**src/inc/ddr_side_map.svh**
```systemverilog
// constants: limits, reset values and timing counts of the sideband controller
`ifndef DDR_SIDE_MAP_SVH
`define DDR_SIDE_MAP_SVH
// longest run of back-to-back user refreshes
`define RFSH_MAX 4'h9
// cycles held after self-refresh exit before the ack drops
`define SRX_CYC 8'h10
// default idle cycles before automatic power-down
`define PD_CYC_DEF 16'h0100
// idle counter reset value
`define IDLE_CNT_RST 16'h0000
// unused top bit of the 40-bit codeword
`define CW_SPARE_BIT 39
`endif

```
**src/inc/ddr_side_pkg.sv**
```systemverilog
// types shared by the sideband controller
package ddr_side_pkg;
	localparam int NCS = 4;
	localparam int AW = 24;
	localparam int DW = 32;
	localparam int CW = 40;
	localparam int BW = DW / 8;
	// controller states, one-hot
	typedef enum logic [8:0] {
		ST_IDLE = 9'h001,
		ST_RFSH = 9'h002,
		ST_RD = 9'h004,
		ST_RMW = 9'h008,
		ST_ENC = 9'h010,
		ST_PRE = 9'h020,
		ST_PDN = 9'h040,
		ST_SREF = 9'h080,
		ST_SRX = 9'h100
	} state_t;
	// memory commands toward the phy
	typedef enum logic [3:0] {
		MC_NOP = 4'h0,
		MC_RD = 4'h1,
		MC_WR = 4'h2,
		MC_REF = 4'h3,
		MC_PRE = 4'h4,
		MC_PDE = 4'h5,
		MC_PDX = 4'h6,
		MC_SRE = 4'h7,
		MC_SRX = 4'h8
	} mem_kind_t;
	// one user read or write
	typedef struct packed {
		logic is_wr;
		logic mc;
		logic [NCS-1:0] cs;
		logic [AW-1:0] addr;
		logic [DW-1:0] wdata;
		logic [BW-1:0] byte_enable_vector;
	} user_req_t;
	// one command to the phy
	typedef struct packed {
		mem_kind_t kind;
		logic [NCS-1:0] cs;
		logic [AW-1:0] addr;
		logic [CW-1:0] code;
		logic [BW-1:0] be;
	} mem_cmd_t;
	// decoder result
	typedef struct packed {
		logic [DW-1:0] data;
		logic sbe;
		logic dbe;
	} ecc_dec_t;
endpackage

```
**src/design/ddr_side_ctrl.sv**
```systemverilog
// sideband controller: refresh, multicast, low power, ecc with read-modify-write
// Summary of operation
// - refresh request beats pending read or write
// - up to nine back-to-back refreshes per request
// - multicast on: refresh goes to all ranks
// - multicast write goes to every chip select
// - no multicast with registered dimm or ecc
// - finish pending accesses before self-refresh
// - ack and stay while request held
// - drop ack only after memory exits
// - power-down after programmed idle cycles
// - idle counter runs only with empty queue
// - assert power-down ack with the entry command
// - precharge power-down only, banks closed
// - 32-bit configuration port on controller clock
// - without port, settings fixed at build
// - secded codeword, one extra clock each way
// - any ecc error raises interrupt
// - single-bit error: internal read then write
// - double-bit error flag aligned with valid
// - stall everything during auto-correction
// - partial write with ecc on does read-merge-write
// - errors in merge read counted, word written
`timescale 1ns/1ps
`include "ddr_side_map.svh"

module ddr_side_ctrl #(
	parameter bit CSR_EN = 1'b1,
	parameter bit ECC_DEF = 1'b0,
	parameter bit AC_DEF = 1'b1,
	parameter bit MC_DEF = 1'b0,
	parameter bit RDIMM_DEF = 1'b0,
	parameter logic [15:0] PD_DEF = `PD_CYC_DEF
) (
	// clock and reset
	input wire logic clk,
	input wire logic nrst,
	// user read and write requests
	input wire logic user_valid,
	input wire ddr_side_pkg::user_req_t user_req,
	output logic user_ready,
	// user refresh
	input wire logic user_rfsh_req,
	input wire logic [ddr_side_pkg::NCS-1:0] user_rfsh_cs,
	input wire logic [3:0] user_rfsh_cnt,
	// low power handshakes
	input wire logic self_rfsh_req,
	output logic self_rfsh_ack,
	output logic powerdown_ack,
	// read data to user
	output logic rdata_valid,
	output logic [ddr_side_pkg::DW-1:0] rdata,
	output logic rdata_error,
	// configuration bits, 32-bit port word
	input wire logic [31:0] csr_cfg,
	// ecc status
	input wire logic sbe_flag_clr,
	output logic ecc_interrupt,
	output logic single_bit_flag_reg,
	output logic [15:0] sbe_count,
	output logic [15:0] dbe_count,
	output logic [ddr_side_pkg::AW-1:0] err_addr,
	// phy command and read return
	output ddr_side_pkg::mem_cmd_t mem_cmd,
	input wire logic phy_rd_valid,
	input wire logic [ddr_side_pkg::CW-1:0] phy_rd_code
);

	////////////////////////////////////////////////////////////////////////////
	// ecc code functions

	// encode: hamming bits at powers of two, overall parity in bit 0
	function automatic logic [39:0] ecc_enc(input logic [31:0] d);
		logic [39:0] c;
		int k;
		c = '0;
		k = 0;
		for (int p = 1; p < 39; p++) begin
			if ((p & (p - 1)) != 0) begin
				c[p] = d[k];
				k++;
			end
		end
		for (int i = 0; i < 6; i++) begin
			for (int p = 3; p < 39; p++) begin
				if (p[i] && ((p & (p - 1)) != 0)) c[1 << i] = c[1 << i] ^ c[p];
			end
		end
		c[0] = ^c;
		return c;
	endfunction

	// decode: syndrome fixes one bit, flags two
	function automatic ddr_side_pkg::ecc_dec_t ecc_dec(input logic [39:0] c);
		logic [5:0] s;
		logic par;
		logic [39:0] f;
		int k;
		ddr_side_pkg::ecc_dec_t r;
		s = '0;
		f = c;
		k = 0;
		r = '0;
		par = ^c[38:0];
		for (int p = 1; p < 39; p++) begin
			for (int i = 0; i < 6; i++) begin
				if (p[i]) s[i] = s[i] ^ c[p];
			end
		end
		if (par && s < 6'h27) f[s] = ~f[s];
		r.sbe = par && (s < 6'h27);
		r.dbe = (!par && s != 6'h00) || (par && s >= 6'h27);
		for (int p = 1; p < 39; p++) begin
			if ((p & (p - 1)) != 0) begin
				r.data[k] = f[p];
				k++;
			end
		end
		return r;
	endfunction

	////////////////////////////////////////////////////////////////////////////
	// configuration selection

	// word bits: 0 ecc, 1 auto-correct, 2 multicast, 3 rdimm, 31:16 pd cycles
	wire logic ecc_en = CSR_EN ? csr_cfg[0] : ECC_DEF;
	wire logic auto_correct_enable = CSR_EN ? csr_cfg[1] : AC_DEF;
	wire logic mc_en = CSR_EN ? csr_cfg[2] : MC_DEF;
	wire logic rdimm = CSR_EN ? csr_cfg[3] : RDIMM_DEF;
	wire logic [15:0] pd_cyc = CSR_EN ? csr_cfg[31:16] : PD_DEF;
	// multicast usable only on unbuffered, non-ecc setups
	wire logic mc_ok = mc_en && !rdimm && !ecc_en;

	////////////////////////////////////////////////////////////////////////////
	// state and registers

	ddr_side_pkg::state_t st_q, st_d; // controller state
	ddr_side_pkg::mem_cmd_t cmd_q, cmd_d; // command to phy
	ddr_side_pkg::user_req_t req_q, req_d; // request in flight
	logic [3:0] rfsh_left_q, rfsh_left_d; // refreshes still to send
	logic [7:0] srx_q, srx_d; // self-refresh exit wait
	logic pre_sr_q, pre_sr_d; // precharge leads to self-refresh
	logic sr_ack_q, sr_ack_d; // self-refresh ack
	logic pd_ack_q, pd_ack_d; // power-down ack
	logic ready_q; // request port open
	logic [15:0] idle_cnt_q; // idle cycles seen
	logic s1_v_q; // read pipe stage valid
	logic [39:0] s1_code_q; // read pipe stage codeword
	logic rdv_q, rde_q; // user read valid and error
	logic [31:0] rdata_q; // user read data
	logic irq_q, sbe_flag_q; // interrupt pulse, sticky flag
	logic [15:0] sbe_cnt_q, dbe_cnt_q; // error counters
	logic [23:0] err_addr_q; // last failing address

	////////////////////////////////////////////////////////////////////////////
	// decode wires

	wire logic take = user_valid && ready_q && !user_rfsh_req;
	wire logic be_full = &user_req.byte_enable_vector;
	wire logic quiet = (st_q == ddr_side_pkg::ST_IDLE) && !user_valid
		&& !user_rfsh_req && !self_rfsh_req;
	wire logic pd_go = quiet && (pd_cyc != 16'h0000) && (idle_cnt_q == pd_cyc);
	wire logic wake = user_valid || user_rfsh_req || self_rfsh_req;
	wire logic [3:0] rfsh_n = (user_rfsh_cnt > `RFSH_MAX) ? `RFSH_MAX :
		((user_rfsh_cnt == 4'h0) ? 4'h1 : user_rfsh_cnt);
	// read pipe: one stage more when ecc is on
	wire ddr_side_pkg::ecc_dec_t dec = ecc_dec(s1_code_q);
	wire logic rd_done = ecc_en ? s1_v_q : phy_rd_valid;
	wire logic [31:0] rd_data = ecc_en ? dec.data : phy_rd_code[31:0];
	wire logic sbe_w = ecc_en && s1_v_q && dec.sbe;
	wire logic dbe_w = ecc_en && s1_v_q && dec.dbe;
	wire logic [31:0] merged;

	// byte merge of new write data over corrected old word
	for (genvar i = 0; i < ddr_side_pkg::BW; i++) begin : g_merge
		assign merged[8*i +: 8] = req_q.byte_enable_vector[i] ?
			req_q.wdata[8*i +: 8] : rd_data[8*i +: 8];
	end

	////////////////////////////////////////////////////////////////////////////
	// next state and command

	always_comb begin
		st_d = st_q;
		cmd_d = '0;
		req_d = req_q;
		rfsh_left_d = rfsh_left_q;
		srx_d = srx_q;
		pre_sr_d = pre_sr_q;
		sr_ack_d = sr_ack_q;
		pd_ack_d = pd_ack_q;
		case (st_q)
			ddr_side_pkg::ST_IDLE: begin
				if (user_rfsh_req) begin
					// refresh first, to all ranks under multicast
					st_d = ddr_side_pkg::ST_RFSH;
					rfsh_left_d = rfsh_n;
					req_d.cs = mc_ok ? '1 : user_rfsh_cs;
				end else if (take) begin
					req_d = user_req;
					if (!user_req.is_wr || (ecc_en && !be_full)) begin
						// read, or read phase of a partial write
						cmd_d.kind = ddr_side_pkg::MC_RD;
						cmd_d.cs = user_req.cs;
						cmd_d.addr = user_req.addr;
						st_d = user_req.is_wr ? ddr_side_pkg::ST_RMW :
							ddr_side_pkg::ST_RD;
					end else if (ecc_en) begin
						// full write waits one clock for the encoder
						st_d = ddr_side_pkg::ST_ENC;
					end else begin
						// plain write, copied to all ranks if multicast
						cmd_d.kind = ddr_side_pkg::MC_WR;
						cmd_d.cs = (mc_ok && user_req.mc) ? '1 : user_req.cs;
						cmd_d.addr = user_req.addr;
						cmd_d.code = {8'h00, user_req.wdata};
						cmd_d.be = user_req.byte_enable_vector;
					end
				end else if (self_rfsh_req && !user_valid) begin
					// nothing in flight: close banks, then self-refresh
					cmd_d.kind = ddr_side_pkg::MC_PRE;
					cmd_d.cs = '1;
					pre_sr_d = 1'b1;
					st_d = ddr_side_pkg::ST_PRE;
				end else if (pd_go) begin
					// idle long enough: precharge all first
					cmd_d.kind = ddr_side_pkg::MC_PRE;
					cmd_d.cs = '1;
					pre_sr_d = 1'b0;
					st_d = ddr_side_pkg::ST_PRE;
				end
			end
			ddr_side_pkg::ST_RFSH: begin
				// one refresh per cycle until the run ends
				cmd_d.kind = ddr_side_pkg::MC_REF;
				cmd_d.cs = req_q.cs;
				rfsh_left_d = rfsh_left_q - 4'h1;
				if (rfsh_left_q == 4'h1) st_d = ddr_side_pkg::ST_IDLE;
			end
			ddr_side_pkg::ST_RD: begin
				if (rd_done) begin
					if (sbe_w && auto_correct_enable) begin
						// re-read failing word, write back with no new bytes
						cmd_d.kind = ddr_side_pkg::MC_RD;
						cmd_d.cs = req_q.cs;
						cmd_d.addr = req_q.addr;
						req_d.byte_enable_vector = '0;
						st_d = ddr_side_pkg::ST_RMW;
					end else begin
						st_d = ddr_side_pkg::ST_IDLE;
					end
				end
			end
			ddr_side_pkg::ST_RMW: begin
				// merge over the corrected or raw word, errors or not
				if (rd_done) begin
					req_d.wdata = merged;
					req_d.byte_enable_vector = '1;
					st_d = ddr_side_pkg::ST_ENC;
				end
			end
			ddr_side_pkg::ST_ENC: begin
				// write with freshly computed check bits
				cmd_d.kind = ddr_side_pkg::MC_WR;
				cmd_d.cs = req_q.cs;
				cmd_d.addr = req_q.addr;
				cmd_d.code = ecc_enc(req_q.wdata);
				cmd_d.be = '1;
				st_d = ddr_side_pkg::ST_IDLE;
			end
			ddr_side_pkg::ST_PRE: begin
				// enter the chosen low power mode, banks now closed
				cmd_d.kind = pre_sr_q ? ddr_side_pkg::MC_SRE : ddr_side_pkg::MC_PDE;
				cmd_d.cs = '1;
				sr_ack_d = pre_sr_q;
				pd_ack_d = !pre_sr_q;
				st_d = pre_sr_q ? ddr_side_pkg::ST_SREF : ddr_side_pkg::ST_PDN;
			end
			ddr_side_pkg::ST_PDN: begin
				// any request wakes the memory
				if (wake) begin
					cmd_d.kind = ddr_side_pkg::MC_PDX;
					cmd_d.cs = '1;
					pd_ack_d = 1'b0;
					st_d = ddr_side_pkg::ST_IDLE;
				end
			end
			ddr_side_pkg::ST_SREF: begin
				// held while the request stays high
				if (!self_rfsh_req) begin
					cmd_d.kind = ddr_side_pkg::MC_SRX;
					cmd_d.cs = '1;
					srx_d = `SRX_CYC;
					st_d = ddr_side_pkg::ST_SRX;
				end
			end
			ddr_side_pkg::ST_SRX: begin
				// ack falls only once the exit time has passed
				srx_d = srx_q - 8'h01;
				if (srx_q == 8'h00) begin
					sr_ack_d = 1'b0;
					srx_d = 8'h00;
					st_d = ddr_side_pkg::ST_IDLE;
				end
			end
			default: begin
				st_d = ddr_side_pkg::ST_IDLE;
			end
		endcase
	end

	////////////////////////////////////////////////////////////////////////////
	// control registers

	always_ff @(posedge clk) begin
		if (!nrst) begin
			st_q <= ddr_side_pkg::ST_IDLE;
			cmd_q <= '0;
			req_q <= '0;
			rfsh_left_q <= 4'h0;
			srx_q <= 8'h00;
			pre_sr_q <= 1'b0;
			sr_ack_q <= 1'b0;
			pd_ack_q <= 1'b0;
			ready_q <= 1'b0;
		end else begin
			st_q <= st_d;
			cmd_q <= cmd_d;
			req_q <= req_d;
			rfsh_left_q <= rfsh_left_d;
			srx_q <= srx_d;
			pre_sr_q <= pre_sr_d;
			sr_ack_q <= sr_ack_d;
			pd_ack_q <= pd_ack_d;
			ready_q <= (st_d == ddr_side_pkg::ST_IDLE);
		end
	end

	// idle counter, cleared by any queued or requested work
	always_ff @(posedge clk) begin
		if (!nrst) idle_cnt_q <= `IDLE_CNT_RST;
		else if (!quiet) idle_cnt_q <= `IDLE_CNT_RST;
		else if (idle_cnt_q != pd_cyc) idle_cnt_q <= idle_cnt_q + 16'h0001;
	end

	////////////////////////////////////////////////////////////////////////////
	// read return and ecc status

	// read stage and user read outputs
	always_ff @(posedge clk) begin
		if (!nrst) begin
			s1_v_q <= 1'b0;
			s1_code_q <= '0;
			rdv_q <= 1'b0;
			rde_q <= 1'b0;
			rdata_q <= '0;
		end else begin
			s1_v_q <= phy_rd_valid;
			s1_code_q <= phy_rd_code;
			rdv_q <= rd_done && (st_q == ddr_side_pkg::ST_RD);
			rde_q <= dbe_w && (st_q == ddr_side_pkg::ST_RD);
			rdata_q <= rd_data;
		end
	end

	// interrupt, sticky flag (set wins), counters, address
	always_ff @(posedge clk) begin
		if (!nrst) begin
			irq_q <= 1'b0;
			sbe_flag_q <= 1'b0;
			sbe_cnt_q <= 16'h0000;
			dbe_cnt_q <= 16'h0000;
			err_addr_q <= '0;
		end else begin
			irq_q <= sbe_w || dbe_w;
			sbe_flag_q <= sbe_w || (sbe_flag_q && !sbe_flag_clr);
			if (sbe_w && !(&sbe_cnt_q)) sbe_cnt_q <= sbe_cnt_q + 16'h0001;
			if (dbe_w && !(&dbe_cnt_q)) dbe_cnt_q <= dbe_cnt_q + 16'h0001;
			if (sbe_w || dbe_w) err_addr_q <= req_q.addr;
		end
	end

	////////////////////////////////////////////////////////////////////////////
	// outputs

	assign user_ready = ready_q;
	assign self_rfsh_ack = sr_ack_q;
	assign powerdown_ack = pd_ack_q;
	assign rdata_valid = rdv_q;
	assign rdata = rdata_q;
	assign rdata_error = rde_q;
	assign ecc_interrupt = irq_q;
	assign single_bit_flag_reg = sbe_flag_q;
	assign sbe_count = sbe_cnt_q;
	assign dbe_count = dbe_cnt_q;
	assign err_addr = err_addr_q;
	assign mem_cmd = cmd_q;
endmodule // ddr_side_ctrl

```
**config.mk**
```make
export PLATFORM = sky130hd
export DESIGN_NAME = ddr_side_ctrl
export DESIGN_NICKNAME = d
export VERILOG_FILES = /design/src/inc/ddr_side_pkg.sv /design/src/design/ddr_side_ctrl.sv
export VERILOG_INCLUDE_DIRS = /design/src /design/src/inc
export SDC_FILE = /design/constraint.sdc
export NUM_CORES = 1
export LEC_CHECK = 0
export BUFFER_PORTS_ARGS = -buffer_cell sky130_fd_sc_hd__clkbuf_2
export CAP_MARGIN = 20
export CORE_MARGIN = 2
export CORE_UTILIZATION = 45
export DETAILED_ROUTE_END_ITERATION = 7
export GPL_TIMING_DRIVEN = 0
export PLACE_DENSITY = 0.78
export SLEW_MARGIN = 25
export SYNTH_ARGS = -nofsm -noshare
export SYNTH_HDL_FRONTEND = slang
export SYNTH_SLANG_ARGS = --single-unit
```
**constraint.sdc**
```tcl
create_clock -name clk -period 7.3 [get_ports clk]
set_input_delay 0.73 -clock clk [delete_from_list [all_inputs] [get_ports clk]]
set_output_delay 0.73 -clock clk [all_outputs]
set_load 0.005 [all_outputs]
```
==> impl_metrics.ini, run 1 <==
[run_status]
status = finished, final reports clean

[grt]
grt_pass1_wl_mm = 73.0
grt-ovfl-total = 0
grt_max_degree = 15
grt_usage_pct = 27.7
antenna_found_initial = 1
grt_pass1_vias = 13019

[timing]
finalHoldViolations = 0
skew_ns = 0.0178
finalSetupViolations = 0
fin_setup_tns_ns = 0
finalCritPeriodShare_pct = 58.9
rsz0062_at_grt = false
layout_setup_ws_ns = 3.00
worstMarginPinSlew_ns = 0.890
whs_ns = 0.416
finalCriticalPeriod_ns = 4.30
maxSlewViolCount = 0
max_slew_margin_pct = 40.7
max_freq_ghz = 0.233

[pwr]
p_sw_share_pct = 32.3
vdd.ir_drop.worst_v = 0.000182
p_int_mw = 3.35
clkPwrFrac_pct = 37.8
switchingPower_mw = 1.60
p_seq_share_pct = 36.2
p_per_area_nw_per_um2 = 281
p_leak_nw = 7.27
p_total_mw = 4.96
p_comb_share_pct = 26.0

[synth]
synth_common_cells = dfxtp_1, nor2_1, nand2_1
seq_area_frac_synth_pct = 43.7
synth_edf_count = 0
synth_ff_type = dfxtp_1
ys_warn_count = 0
async_flop_share_pct = 0
syn_inst = 1631
syn_nets = 1791
ys_types = 80
ys_seq_elements = 313
synth_area_sq_um = 14300
yosys.cell_count.top_type = dfxtp_1
ys_top_cells_by_area = dfxtp_1, xnor2_1, nor2_1
synth_area_per_cell_sq_um = 8.80
yosys.area.top_type = dfxtp_1
synth_top_area_share_pct = 43.7

[worst_hold_path]
hold_path_class = in2reg

[layout]
layoutNonFillerInstCount = 2405
fin_area_sq_um = 17600
final_core_util_pct = 56.1
antenna-diode-count = 0
nets = 2137
largest_register_ffs = 75
post_route_cells_drive_above_1_share_pct = 21.0
syn2layout_area_growth_pct = 23.0
nFillCells = 2849

[clock_network]
holdBufCountCts = 0
cts_setup_buffers = 0
htreeDepth = 2
clkLatencyLatePin_ns = 0.52
numCtsBuffers = 35
cts.sinks = 313
clk_path_buf_depth = 3
cts_tree = built
clock-root-buffer = clkbuf_16
cts-resized-gates = 0
clk_pin_slew_ns = 0.06

[drt]
dr.pass1.iters = 5
drc = 0
topRoutingLayerUsed = met5
vias_per_cell = 5.60
drtAntennaViolNets = 0
wl_met3_mm = 4.03
drt_wl_total_mm = 47.3
wl_met1_mm = 20.0
num_vias = 13462
wl_per_cell_um = 19.7
wl_met2_mm = 21.7
drt_iter0_markers = 942

[place]
place_inst = 2342
gp_congestion = 0.948
place_hpwl_mm = 36.4
place_ws_ns = 3.23
io_buffers = 309
place_area_sq_um = 16400

[setup_path]
critPathCaptureType = flip-flop
critPathMaxFanout = 10
cp_data_required_time_ns = 7.76
cp.arrival_ns = 4.76
start_kind = flip-flop
worst-setup-path-type = reg2reg

[floorplan]
coreArea_sq_um = 31500
start_util_pct = 45.6
die_h_um = 183
core.rowCount = 65
pin_count = 324
dieArea_sq_um = 33300
dieWidth_um = 183

[flow_run]
drv_cap = 0
## routing by layer
metal / GRT usage [%] / vias up
met3: 6.61 / 108
met4: 10.5 / 2
met5: 0 / -
met2: 45.1 / 616
met1: 35.6 / 6364
li1: - / 6372
## layout by cell type (no fill, tap or decap), types with 5 or more instances in the layout
cell / n
a211oi_1: 25
a21o_1: 17
a21oi_1: 99
a221oi_1: 5
a22o_1: 29
a22oi_1: 24
a31oi_1: 22
a41oi_1: 21
and2_1: 48
and3_1: 22
and4_1: 5
buf_2: 6
buf_4: 6
bufinv_16: 5
clkbuf_1: 73
clkbuf_16: 36
clkbuf_2: 309
clkbuf_8: 6
dfxtp_1: 313
ha_1: 7
inv_1: 35
mux2i_1: 43
nand2_1: 166
nand2b_1: 9
nand3_1: 35
nand4_1: 14
nor2_1: 215
nor2b_1: 12
nor3_1: 14
nor3_2: 7
nor3b_1: 6
nor4_1: 8
o211ai_1: 6
o21a_1: 7
o21ai_0: 44
o22ai_1: 23
or3_1: 13
xnor2_1: 106
xnor2_2: 5
xor2_1: 69
## worst paths after layout
path                             from                  endpoint  slack, ns  depth (start not counted)
max          s1_code_q[27]$_SDFF_PN0_       rdata[6]$_SDFF_PN0_       3.00                         11
min                   phy_rd_code[36]  s1_code_q[36]$_SDFF_PN0_       0.42                          2
max reg2reg  s1_code_q[27]$_SDFF_PN0_       rdata[6]$_SDFF_PN0_       3.00                         11
min reg2reg     srx_q[6]$_SDFFE_PN0P_     srx_q[6]$_SDFFE_PN0P_       0.46                          1
## power groups by stage
stage,clock network (mW),registers [mW],logic [mW]
finish,1.87,1.80,1.29
global route,1.97,1.80,1.37
CTS,1.89,1.79,1.26
detailed placement,0,1.83,1.25
global placement,0,1.83,1.24
floorplan,0,1.82,0.883
## area by class of cell
type / instances / area, sq um / area share [%]
multi-input combinational: 1199 / 7610 / 43.1
sequential: 313 / 6270 / 35.5
timing repair buffer: 309 / 1550 / 8.76
clock buffer: 48 / 1010 / 5.70
tap: 402 / 503 / 2.85
buffer: 84 / 353 / 2.00
clock inverter: 15 / 228 / 1.29
inverter: 35 / 131 / 0.745
## kinds of logic after synthesis
logic type / share of synthesized area (%)
AO/OA/AOI/OAI: 16.7
XOR/XNOR: 12.4
adder cells (fa/ha/maj): 0.610
buffers and inverters: 3.38
flip-flops: 43.7
multiplexers: 3.58
other: 0.0261
AND/OR/NAND/NOR: 19.6
## critical path, cell delays in order (launching register included)
cell,delay (ns)
dfxtp_1,0.47
xnor2_1,0.22
xnor3_1,0.44
xnor3_1,0.43
xnor3_1,0.40
buf_2,0.34
nand2_2,0.16
nor3_2,0.63
nand2_1,0.15
mux2i_1,0.15
a21oi_1,0.60
and2_1,0.23
No activity file was read; power rests on OpenSTA's default activity.
==> inputs of run 2 (changes only) <==
PLACE_DENSITY = 0.81   (was 0.78)
clock period = 3.7 ns   (was 7.3 ns; I/O delays follow)
==> run 2 against run 1 <==
Sequential power up 97%. Critical path depth up 2. Via count up 2.0%. Total power up 110%. Clock power up 110%. Core utilization up 1.3 points.
==> impl_metrics.ini, run 2 (synthesis results as in run 1) <==
[run_status]
status = finished, final reports clean

[setup_path]
cp_data_required_time_ns = 4.14
critPathMaxFanout = 10
cp.arrival_ns = 4.08
start_kind = flip-flop
critPathLaunch = s1_code_q[21]$_SDFF_PN0_
worst-setup-path-type = reg2reg
critPathCaptureType = flip-flop
r2r_start = s1_code_q[21]$_SDFF_PN0_

[layout]
largest_register_ffs = 75
seqCellArea_sq_um = 6270
multi_input_area_sq_um = 7840
nets = 2147
final_core_util_pct = 57.4
layoutNonFillerInstCount = 2417
nFillCells = 2788
post_route_cells_drive_above_1_share_pct = 23.1
layout_commonest_cell = clkbuf_2
syn2layout_area_growth_pct = 25.9
layout_common_cells = clkbuf_2, dfxtp_1, nor2_1, nand2_1, xnor2_1

[floorplan]
start_util_pct = 45.6
pin_count = 324
core.rowCount = 65
die_h_um = 183
coreArea_sq_um = 31500
dieWidth_um = 183
dieArea_sq_um = 33300

[pwr]
p_comb_share_pct = 28.3
vdd.ir_drop.worst_v = 0.000436
p_seq_share_pct = 33.7
switchingPower_mw = 3.43
p_int_mw = 7.06
p_sw_share_pct = 32.7
p_leak_nw = 7.46
p_total_mw = 10.5
clkPwrFrac_pct = 37.9
p_per_area_nw_per_um2 = 581

[clock_network]
htreeDepth = 2
cts.sinks = 313
cts_tree = built
clk_path_buf_depth = 3
clkLatencyLatePin_ns = 0.53
clk_pin_slew_ns = 0.06
clock-root-buffer = clkbuf_16
numCtsBuffers = 35

[drt]
drc = 0
wl_per_cell_um = 19.8
num_vias = 13734
drt_wl_total_mm = 47.8
dr.pass1.iters = 5
vias_per_cell = 5.68
drtAntennaViolNets = 0
drt_iter0_markers = 1196

[grt]
grt_usage_pct = 27.5
grt-ovfl-total = 0
grt_max_degree = 15
met3_usage_pct = 7.12
met1_usage_pct = 34.4
antenna_found_initial = 5
grt_pass1_wl_mm = 72.3
use_met2_pct = 45.6
grt_pass1_vias = 13166
busiest_layer = met2

[timing]
finalCriticalPeriod_ns = 3.63
worstMarginPinSlew_ns = 0.925
max_slew_margin_pct = 38.4
finalHoldViolations = 0
finalSetupViolations = 0
layout_setup_ws_ns = 0.0659
max_freq_ghz = 0.275
finalCritPeriodShare_pct = 98.2
maxSlewViolCount = 0
skew_ns = 0.0215

[flow_run]
drv_cap = 0

[place]
gp_congestion = 0.961
place_hpwl_mm = 36.2
place_ws_ns = -0.297
io_buffers = 309
place_inst = 2342

[worst_hold_path]
hold_path_class = in2reg
holdCritStartpoint = phy_rd_code[37]
[run 2: cell count changes in the layout (fill, tap and decap cells not counted), moves of 6 or more]
cell	before	now
buf_4	6	17
nor3_2	7	0
a41oi_2	1	7
nor3_4	1	8
a41oi_1	21	14
[run 2: cell type report]
| class | count | area share [%] |
|---|---|---|
| clock buffers | 43 | 5.35 |
| diodes | 1 | 0.0138 |
| repair buffers | 319 | 8.97 |
| well taps | 402 | 2.78 |
| plain buffers | 84 | 1.99 |
| inverters | 35 | 0.727 |
| clock inverters | 21 | 2.02 |
| multi-input cells | 1199 | 43.4 |
| flip-flops and latches | 313 | 34.7 |
[run 2: critical path, cell delays in order (launching register included)]
cell	delay, ns
dfxtp_1	0.46
xor2_1	0.24
xnor2_1	0.15
xnor2_1	0.33
xnor3_2	0.49
buf_4	0.17
nand2b_1	0.34
o22a_1	0.31
o22ai_1	0.13
nand2_1	0.12
nand3_4	0.15
buf_4	0.23
a41oi_2	0.24
o22ai_1	0.20
[run 2: final timing paths]
check | slack [ns] | to | cells after the start
setup / recovery | 0.07 | req_q[4]$_SDFFE_PN0P_ | 13
hold / removal | 0.05 | s1_code_q[37]$_SDFF_PN0_ | 2
setup reg to reg | 0.07 | req_q[4]$_SDFFE_PN0P_ | 13
hold reg to reg | 0.46 | self_rfsh_ack$_SDFFE_PN0P_ | 2
[run 2: per-layer routing]
layer,up-vias,share of wire [%]
met5,-,0.10
met4,6,3.6
met3,121,9.3
met2,664,46
met1,6548,41
li1,6395,-
[run 2: per-stage QoR]
stage,setup TNS (ns),hold WS [ns],instance area [sq um]
after global routing,-0.888,0.0452,18100
after CTS,-0.0329,0.0383,17900
after global placement,-21.54,0.444,16400
after floorplan,0,0.423,14300
after detailed placement,-8.15,0.449,16400
final,0,0.0474,18100
[run 2: power groups by stage]
| stage | sequential (mW) | combinational [mW] | clock [mW] |
|---|---|---|---|
| floorplan | 3.59 | 1.74 | 0 |
| global placement | 3.61 | 2.45 | 0 |
| detailed placement | 3.61 | 2.47 | 0 |
| CTS | 3.54 | 2.71 | 4.01 |
| global route | 3.55 | 3.13 | 4.15 |
| finish | 3.54 | 2.97 | 3.98 |
[run 2: timing repair]
item / CTS / global route
hold buffers: 0 / 0
cloned: 0 / 0
setup buffers: 7 / 3
pin swaps: 3 / 7
gates resized for setup: 18 / 32
endpoints found under the setup margin: 108 / 119
==> inputs of run 3 (changes only) <==
PLACE_DENSITY = 0.78   (was 0.81)
clock period = 3.75 ns   (was 3.7 ns; I/O delays follow)
==> run 3 against run 2 <==
Combinational power is 3% lower. Cell area decreased by 0.63%. Critical path depth decreased by 2. Die area unchanged. Flip-flop and latch count unchanged. Wire length grew 0.34%. Cell count down 0.12%. Largest power group unchanged. Clock skew down 0.0029 ns. Hold slack improved by 0.013 ns. Maximum frequency decreased by 1.9%. Register-to-register slack lost 0.02 ns.
==> impl_metrics.ini, run 3 (synthesis results as in run 1) <==
[run_status]
status = finished, final reports clean

[timing]
whs_ns = 0.0601
finalSetupViolations = 0
maxSlewViolCount = 0
skew_ns = 0.0186
worstMarginPinSlew_ns = 0.930
fin_setup_tns_ns = 0
max_freq_ghz = 0.270
max_slew_margin_pct = 37.3
finalHoldViolations = 0
finalCritPeriodShare_pct = 98.7
finalCriticalPeriod_ns = 3.70

[floorplan]
coreArea_sq_um = 31500
dieArea_sq_um = 33300
dieWidth_um = 183
start_util_pct = 45.6
pin_count = 324
die_h_um = 183
core.rowCount = 65

[drt]
drtAntennaViolNets = 0
dr.pass1.iters = 6
drt_wl_total_mm = 48.0
num_vias = 13611
drc = 0
vias_per_cell = 5.64
drt_iter0_markers = 992
wl_per_cell_um = 19.9

[place]
place_hpwl_mm = 36.4
gp_congestion = 0.948
io_buffers = 309

[setup_path]
cp_data_required_time_ns = 4.13
r2r-end = req_q[25]$_SDFFE_PN0P_
critPathCaptureType = flip-flop
critPathLaunch = s1_code_q[28]$_SDFF_PN0_
r2r_slack_ns = 0.05
crit_end = req_q[25]$_SDFFE_PN0P_
worst-setup-path-type = reg2reg
critPathMaxFanout = 7
rr_worst_depth = 11
start_kind = flip-flop
r2r_start = s1_code_q[28]$_SDFF_PN0_
cp.arrival_ns = 4.08

[grt]
grt_pass1_wl_mm = 73.2
use_met2_pct = 45.0
grt_pass1_vias = 13040
met1_usage_pct = 35.7
busiest_layer = met2
antenna_found_initial = 1
grt-ovfl-total = 0
grt_usage_pct = 27.8
met3_usage_pct = 6.59
grt_max_degree = 15

[layout]
multi_input_area_sq_um = 7840
layout_common_cells = clkbuf_2, dfxtp_1, nor2_1, nand2_1, xnor2_1
syn2layout_area_growth_pct = 25.2
nets = 2145
largest_register_ffs = 75
seqCellArea_sq_um = 6280
post_route_cells_drive_above_1_share_pct = 23.0
nFillCells = 2801
layout_commonest_cell = clkbuf_2

[clock_network]
numCtsBuffers = 35
htreeDepth = 2
clk_path_buf_depth = 3
clk_pin_slew_ns = 0.06
cts_tree = built
holdBufCountCts = 0
cts.sinks = 313
clkLatencyLatePin_ns = 0.52
clock-root-buffer = clkbuf_16

[pwr]
p_per_area_nw_per_um2 = 558
vdd.ir_drop.worst_v = 0.000385
p_leak_nw = 7.38

[flow_run]
drv_cap = 0

[worst_hold_path]
hold_path_class = in2reg
## run 3: changes by cell type in the layout (fill, tap and decap cells not counted), moves of 3 or more
| cell | previous run | this run |
|---|---|---|
| a41oi_1 | 14 | 11 |
| a41oi_2 | 7 | 10 |
| bufinv_16 | 9 | 5 |
| clkbuf_1 | 68 | 71 |
## run 3: timing repair
item | CTS | global route
gates resized for setup | 19 | 32
setup buffers | 3 | 5
pin swaps | 3 | 6
endpoints found under the setup margin | 106 | 116
## run 3: how the worst min path moves through the flow
| stage | from | end | cells past startpoint |
|---|---|---|---|
| after floorplan | srx_q[6]$_SDFFE_PN0P_ | srx_q[6]$_SDFFE_PN0P_ | 1 |
| after detailed placement | srx_q[6]$_SDFFE_PN0P_ | srx_q[6]$_SDFFE_PN0P_ | 1 |
| after global placement | srx_q[6]$_SDFFE_PN0P_ | srx_q[6]$_SDFFE_PN0P_ | 1 |
| after CTS | phy_rd_code[36] | s1_code_q[36]$_SDFF_PN0_ | 2 |
| after global routing | phy_rd_code[33] | s1_code_q[33]$_SDFF_PN0_ | 2 |
| final | phy_rd_code[36] | s1_code_q[36]$_SDFF_PN0_ | 2 |
## run 3: routing by layer
layer	share of wire, %	vias to the layer above
met5	0.027	-
met4	3.6	2
met3	9.0	119
met2	46	668
met1	42	6440
li1	-	6382
## run 3: area by class of cell
type / instances / area share [%]
multi-input cells: 1199 / 43.6
flip-flops and latches: 313 / 35.0
repair buffers: 317 / 8.95
clock buffers: 48 / 5.60
well taps: 402 / 2.80
plain buffers: 84 / 2.03
clock inverters: 15 / 1.27
inverters: 35 / 0.732
diodes: 1 / 0.0139
## run 3: critical path, cell delays in order, from the launching register on
cell and delay, ns:
dfxtp_1 0.35, xor2_1 0.20, xnor2_2 0.34, xnor2_2 0.18, or3_1 0.47, a211oi_4 0.40, a21oi_1 0.23, nor3_4 0.53
a21boi_1 0.14, mux2_1 0.33, a41oi_1 0.25, o22ai_1 0.13
## run 3: where the power goes
group	leakage [nW]	internal, mW	switching (mW)	total, mW
registers	2.54	3.42	0.0796	3.50
clock network	0.600	2.24	1.41	3.65
logic	4.24	1.02	1.85	2.87
total	7.38	6.67	3.35	10.0
## run 3: per-stage QoR
stage	worst slack (ns)	cell area [sq um]	std cells	power (mW)	utilization, %
after floorplan	0.584	14300	1631	5.27	-
after global placement	-0.502	16400	2342	5.98	52.1
after detailed placement	-0.318	16400	2342	6.00	52.1
after CTS	-0.0144	17800	2408	9.81	56.4
after global routing	-0.0682	18000	2413	10.4	57.0
final	0.0471	18000	2414	10.0	57.0
